### config.mk
export PLATFORM = sky130hd
export DESIGN_NAME = flash_guard_host
export DESIGN_NICKNAME = d
export VERILOG_FILES = /design/src/logic/guard_pkg.sv /design/src/logic/flash_guard_host.sv
export SDC_FILE = /design/constraint.sdc
export NUM_CORES = 1
export LEC_CHECK = 0
export BUFFER_PORTS_ARGS = -buffer_cell sky130_fd_sc_hd__buf_4
export CORE_MARGIN = 2
export CORE_UTILIZATION = 50
export DETAILED_ROUTE_END_ITERATION = 8
export GPL_ROUTABILITY_DRIVEN = 1
export PLACE_DENSITY = 0.76
export SLEW_MARGIN = 20
export SYNTH_ARGS = -nofsm -noshare
export SYNTH_HDL_FRONTEND = slang
export SYNTH_SLANG_ARGS = --single-unit
### constraint.sdc
create_clock -name clk_sys -period 1.9 [get_ports clk_sys]
set_input_delay 0 -clock clk_sys [delete_from_list [all_inputs] [get_ports clk_sys]]
set_output_delay 0 -clock clk_sys [all_outputs]
set_load 0.05 [all_outputs]
### src/logic/guard_pkg.sv
// package: constants and carriers for the flash protection host controller
package guard_pkg;
  localparam int ADDR_W = 21;
  localparam int DATA_W = 16;
  localparam int CLK_NS = 25;
  // least times, rounded up to whole cycles
  localparam int WRITE_PULSE_NS = 70;
  localparam int WRITE_PULSE_CYC = (WRITE_PULSE_NS + CLK_NS - 1) / CLK_NS;
  localparam int SETUP_NS = 50;
  localparam int SETUP_CYC = (SETUP_NS + CLK_NS - 1) / CLK_NS;
  localparam int CNT_W = 4;
  // unlock and command words (word mode)
  localparam logic [ADDR_W-1:0] UNLOCK_ADDR1 = 21'h000555;
  localparam logic [ADDR_W-1:0] UNLOCK_ADDR2 = 21'h0002aa;
  localparam logic [DATA_W-1:0] UNLOCK_DATA1 = 16'h00aa;
  localparam logic [DATA_W-1:0] UNLOCK_DATA2 = 16'h0055;
  localparam logic [DATA_W-1:0] CMD_PROGRAM = 16'h00a0;
  localparam logic [DATA_W-1:0] CMD_REGION_ENTER = 16'h0088;
  localparam logic [DATA_W-1:0] CMD_REGION_EXIT1 = 16'h0090;
  localparam logic [DATA_W-1:0] CMD_REGION_EXIT2 = 16'h0000;
  localparam logic [1:0] STEP_ZERO = 2'h0;

  typedef enum logic [1:0] {
    OP_PROGRAM,
    OP_REGION_ENTER,
    OP_REGION_EXIT,
    OP_RAW_WRITE
  } op_t;

  typedef struct packed {
    op_t               op;
    logic [ADDR_W-1:0] addr;
    logic [DATA_W-1:0] data;
  } req_t;

  // flash strobes, all active low
  typedef struct packed {
    logic              ce_n;
    logic              we_n;
    logic              oe_n;
    logic [ADDR_W-1:0] addr;
    logic [DATA_W-1:0] data;
  } bus_t;
endpackage : guard_pkg

### src/logic/flash_guard_host.sv
// host side write sequencer for a protected parallel nor flash
`timescale 1ns/1ps
`default_nettype none
module flash_guard_host
  import guard_pkg::*;
(
  input  wire logic             clk_sys,
  input  wire logic             nrst,
  input  wire guard_pkg::req_t  req,
  input  wire logic             req_valid,
  output logic                  req_ready,
  output logic                  done,
  output logic                  in_region,
  output var guard_pkg::bus_t   flash_bus,
  output logic                  boot_guard_accel_pin,
  output logic                  data_oe_n
);
  import guard_pkg::*;

  // ------------------------------------------------------------
  // write cycle sequencer
  // ------------------------------------------------------------
  typedef enum logic [2:0] {
    S_IDLE,
    S_SETUP,
    S_PULSE,
    S_HOLD,
    S_NEXT
  } state_t;

  state_t            state_q, state_d;
  req_t              cur_q, cur_d;
  logic [1:0]        step_q, step_d;
  logic [1:0]        last_q, last_d;
  logic [CNT_W-1:0]  cnt_q, cnt_d;
  logic              region_q, region_d;
  logic              done_q, done_d;
  bus_t              bus_q, bus_d;

  // one bus word of the current sequence step
  function automatic bus_t step_word(input req_t r, input logic [1:0] s);
    bus_t b;
    b = '{ce_n: 1'b1, we_n: 1'b1, oe_n: 1'b1, addr: r.addr, data: r.data};
    case (s)
      2'h0: begin
        b.addr = UNLOCK_ADDR1;
        b.data = UNLOCK_DATA1;
      end
      2'h1: begin
        b.addr = UNLOCK_ADDR2;
        b.data = UNLOCK_DATA2;
      end
      2'h2: begin
        b.addr = UNLOCK_ADDR1;
        case (r.op)
          OP_PROGRAM:      b.data = CMD_PROGRAM;
          OP_REGION_ENTER: b.data = CMD_REGION_ENTER;
          default:         b.data = CMD_REGION_EXIT1;
        endcase
      end
      default: begin
        if (r.op == OP_REGION_EXIT) begin
          b.data = CMD_REGION_EXIT2;
        end
      end
    endcase
    return b;
  endfunction

  always_comb begin
    state_d  = state_q;
    cur_d    = cur_q;
    step_d   = step_q;
    last_d   = last_q;
    cnt_d    = cnt_q;
    region_d = region_q;
    done_d   = 1'b0;
    bus_d    = bus_q;
    case (state_q)
      S_IDLE: begin
        if (req_valid) begin
          cur_d = req;
          // raw writes skip unlock; every program gets unlock first
          step_d = (req.op == OP_RAW_WRITE) ? 2'h3 : STEP_ZERO;
          last_d = (req.op == OP_REGION_ENTER) ? 2'h2 : 2'h3;
          state_d = S_SETUP;
          cnt_d = CNT_W'(SETUP_CYC);
          bus_d = step_word(req,
                  (req.op == OP_RAW_WRITE) ? 2'h3 : STEP_ZERO);
        end
      end
      S_SETUP: begin
        // oe high before ce and we drop, so no read collides
        bus_d.oe_n = 1'b1;
        if (cnt_q == '0) begin
          bus_d.ce_n = 1'b0;
          bus_d.we_n = 1'b0;
          cnt_d = CNT_W'(WRITE_PULSE_CYC);
          state_d = S_PULSE;
        end else begin
          cnt_d = cnt_q - 1'b1;
        end
      end
      S_PULSE: begin
        // strobe held many cycles, far beyond glitch width
        if (cnt_q == '0) begin
          bus_d.we_n = 1'b1;
          state_d = S_HOLD;
        end else begin
          cnt_d = cnt_q - 1'b1;
        end
      end
      S_HOLD: begin
        bus_d.ce_n = 1'b1;
        state_d = S_NEXT;
      end
      S_NEXT: begin
        if (step_q == last_q) begin
          if (cur_q.op == OP_REGION_ENTER) begin
            region_d = 1'b1;
          end else if (cur_q.op == OP_REGION_EXIT) begin
            region_d = 1'b0;
          end
          done_d = 1'b1;
          state_d = S_IDLE;
        end else begin
          step_d = step_q + 1'b1;
          bus_d = step_word(cur_q, step_q + 1'b1);
          cnt_d = CNT_W'(SETUP_CYC);
          state_d = S_SETUP;
        end
      end
      default: state_d = S_IDLE;
    endcase
  end

  always_ff @(posedge clk_sys or negedge nrst) begin
    if (!nrst) begin
      state_q  <= S_IDLE;
      cur_q    <= '0;
      step_q   <= STEP_ZERO;
      last_q   <= STEP_ZERO;
      cnt_q    <= '0;
      region_q <= 1'b0;
      done_q   <= 1'b0;
      // strobes idle high out of reset, no spurious command
      bus_q    <= '{ce_n: 1'b1, we_n: 1'b1, oe_n: 1'b1,
                    addr: '0, data: '0};
    end else begin
      state_q  <= state_d;
      cur_q    <= cur_d;
      step_q   <= step_d;
      last_q   <= last_d;
      cnt_q    <= cnt_d;
      region_q <= region_d;
      done_q   <= done_d;
      bus_q    <= bus_d;
    end
  end

  assign req_ready = (state_q == S_IDLE);
  assign done      = done_q;
  assign in_region = region_q;
  assign flash_bus = bus_q;
  // data driven only while chip selected for a write
  assign data_oe_n = bus_q.ce_n;
  // guard pin held low: boot sectors stay locked, no accelerated path
  assign boot_guard_accel_pin = 1'b0;
endmodule : flash_guard_host
`default_nettype wire

==> summary.md <==
| Metric | Value |
|---|---|
| Outcome | `finished clean` |
| Overflow left after global routing | `0` |
| Final Wtd Congestion | `about 0.81` |
| Final core utilization | `between 60% and 70%` |
| Die Area | `9470 µm²` |
| Worst Setup End Kind | `flip-flop` |
| Post-synthesis register bit count | `between 90 and 100` |
| DRC Markers | `0` |
| Initial drt markers | `~160` |
| Max Transition Viols Final | `0` |
| Maximum VDD drop | `~0.0010 V` |
| CTS tree | `built` |
| Worst Max-Slew Pin Slew | `roughly 560 ps` |
| Leakage | `~2.6 nW` |
| Post-DRT Antenna Nets | `0` |
| 1st-pass router iterations | `5` |
| CP max FO | `7` |
| RSZ-0062 raised after global routing | `true` |
| Fillers | `around 630` |
| Crit path largest cell delay | `~460 ps` |
| Reg clk slew, reported paths | `approximately 80 ps` |
| Hold Crit Endpoint | `data_oe_n` |
| Synthesized area per cell | `12.1 µm²` |
| GR Util met3 | `under 10%` |
| Pwr dens | `1770 nW/µm²` |
| RR Endpoint | `cnt_q[2]` |
| Initial antenna violation count | `0` |
| Rel. slew slack | `between 60% and 70%` |
| PortBufs | `84` |
| Mapped Cells | `360` |
| Die height | `between 90 and 100 µm` |
| Slowest cell on crit path | `dfrtp_2` |
| Core footprint | `8590 µm²` |
| Synthesized area | `4350 µm²` |
| Die span in x | `around 100 µm` |
| Via-per-instance ratio | `5.57` |
| Async set-reset flop share out of synthesis | `100%` |
| Crit path max-delay family | `compound AO/OA/AOI/OAI gates` |
| Routed len/inst | `~17 µm` |
| Critical path required time | `2140 ps` |
| Layout cells sized above 1 | `roughly two fifths` |
| Vias after detailed routing | `around 3400` |
| Starting Density | `between 50% and 60%` |
| Syn Nets | `a little over 400` |
| Commonest non-fill, non-tap cells in the layout | `buf_4 (106), dfrtp_1 (87), dlygate4sd3_1 (40), mux2_2 (28), a22oi_1 (26)` |
| Root Buffer | `clkbuf_8` |
| Clock skew | `8.60 ps` |
| Met2 Resource Use GR | `roughly 37%` |
| GR Util met1 | `around a third` |
| Clock Tree Buf Depth | `2` |
| R2r worst-path depth | `5` |
| Synth-to-layout area growth | `34.3%` |
| Ys flop type | `dfrtp_1` |
| Reg2reg setup slack | `~67 ps` |
| Worst Hold Class | `in -> reg` |
| Synth unique cells | `54` |
| Post-Route WL | `10400 µm` |
| Yosys warnings | `0` |
| Hold Fails Final Rpt | `0` |
| GRT Util Overall | `a little under a quarter` |
| Total number of placement rows | `34` |
| IO Count | `87` |
| Min Tclk post-route | `between 1500 and 2000 ps` |
| Worst hold stages | `5` |
| Vias in the first global route | `3507` |
| Total power | `approximately 10 mW` |
| Clk_lat worst skew | `360 ps` |
| Critical path class | `reg -> reg` |
| Hold Path Origin | `req_valid` |
| Crit path DAT | `2070 ps` |
| Gr busiest metal | `met2` |
| Post-synth EDFFs | `0` |
| N_diodes | `0` |
| Cell-by-cell listing of the critical path | `or3b_4 > buf_4 > a21oi_4 > nor3_2 > a221o_1` |
| First-pass GRT wire length | `~18000 µm` |
| Critical R2R Launch | `state_q[1]` |
| Largest net degree at the start of global routing | `43` |
| Final worst path period share | `between 90 and 100%` |
| CP Buf/Inv Count | `1` |
| Final HPWL DP | `about 6700 µm` |
| Number of H-tree levels | `3` |
| Cts bufs inserted | `9` |
| Fin nets | `approximately 550` |
| Post-synthesis sequential area ratio | `52.4%` |
| Fmax | `~0.55 GHz` |
| Endpoints failing setup | `0` |
| Max_cap viols | `0` |
| Clock sink total | `91` |
| Startpoint type of the worst setup path | `flip-flop` |
| Commonest non-fill, non-tap cell in the layout | `buf_4` |
## cell usage after synthesis (2+ instances only)
cell type	n	area share (%)
a211o_1	2	0.40
a21oi_1	6	0.69
a22oi_1	26	4.5
a2bb2oi_1	17	3.4
a31oi_1	2	0.29
a32oi_1	3	0.60
and2_1	2	0.29
and3_1	2	0.29
buf_2	6	0.69
buf_4	7	1.2
buf_6	7	1.8
clkbuf_1	6	0.52
conb_1	2	0.17
dfrtp_1	89	51
dfstp_2	2	1.2
ha_1	10	2.9
inv_1	7	0.60
mux2_1	2	0.52
mux2_2	38	9.8
mux2_4	7	2.4
nand2_1	14	1.2
nand2b_1	3	0.43
nand3_1	20	2.3
nor2_1	10	0.86
nor2b_1	3	0.43
nor3_1	8	0.92
nor3_2	2	0.46
nor3b_1	2	0.34
o21ai_0	12	1.4
o21ai_1	14	1.6
o2bb2ai_1	3	0.60
or2_2	2	0.29
or3b_2	2	0.40
xnor2_1	2	0.40
## per-layer routing
layer,routed length (µm),vias up
li1,-,1591
met1,4730,1684
met2,5100,81
met3,332,22
met4,237,0
met5,0,-
## flip-flops by register name (all words and copies together), names as in the netlist
register	cells
cnt_q	4
cur_q	39
data_oe_n	1
done	1
flash_bus	38
in_region	1
last_q	2
state_q	3
step_q	2
## area by class of cell
type / instances / area [µm²] / area share [%]
inverters: 8 / 30.0 / 0.513
clock buffers: 11 / 131 / 2.25
repair buffers: 151 / 1300 / 22.2
multi-input cells: 234 / 1920 / 32.8
clock inverters: 4 / 52.6 / 0.899
flip-flops and latches: 91 / 2280 / 39.0
well taps: 108 / 135 / 2.31
## where the power goes
group / total, mW / switching, mW / internal, mW
sequential: 3.49 / 0.616 / 2.88
clock: 1.27 / 0.664 / 0.602
combinational: 5.58 / 3.26 / 2.33
## worst reg2reg max path: stages (launching register included)
cell and delay (ps):
dfrtp_2 460, or3b_4 410, buf_4 190, a21oi_4 200, nor3_2 110, a221o_1 350
## per-stage QoR
step                area (µm²)  setup TNS, ps  setup slack, ps  hold WS (ps)  cells
floorplan                 4410          -1810             -111          -296    360
global placement          5230              0             73.9          16.9    551
detailed placement        5230              0             18.9          27.0    551
CTS                       5810              0             1.62          63.4    606
global route              5850          -44.3            -22.3           118    607
finish                    5850              0             66.9          73.0    607
## kinds of logic after synthesis
logic type | synth area share (%)
AND/OR/NAND/NOR | 9.51
other | 0.173
adder cells (fa/ha/maj) | 2.87
multiplexers | 12.8
flip-flops | 52.4
buffers and inverters | 5.38
XOR/XNOR | 0.402
AO/OA/AOI/OAI | 16.5
## worst max-delay path by stage
stage / startpoint / end / slack [ps] / depth (start not counted)
2_1_floorplan: state_q[0] / cur_q[10] / -110 / 7
3_3_place_gp: state_q[1] / flash_bus[7] / 70 / 5
3_5_place_dp: state_q[1] / flash_bus[18] / 20 / 5
4_1_cts: step_q[1] / flash_bus[18] / 2 / 6
5_1_grt: state_q[1] / flash_bus[30] / -20 / 6
6_report: state_q[1] / cnt_q[2] / 70 / 5
## what timing repair did
item | 4_1_cts | 5_1_grt
setup endpoints to repair | 0 | 16
hold endpoints to repair | 108 | 0
hold buffers | 40 | 0
buffers inserted | 0 | 1
gates resized for setup | 0 | 8
Note: power is estimated with default switching activity, not from simulation.
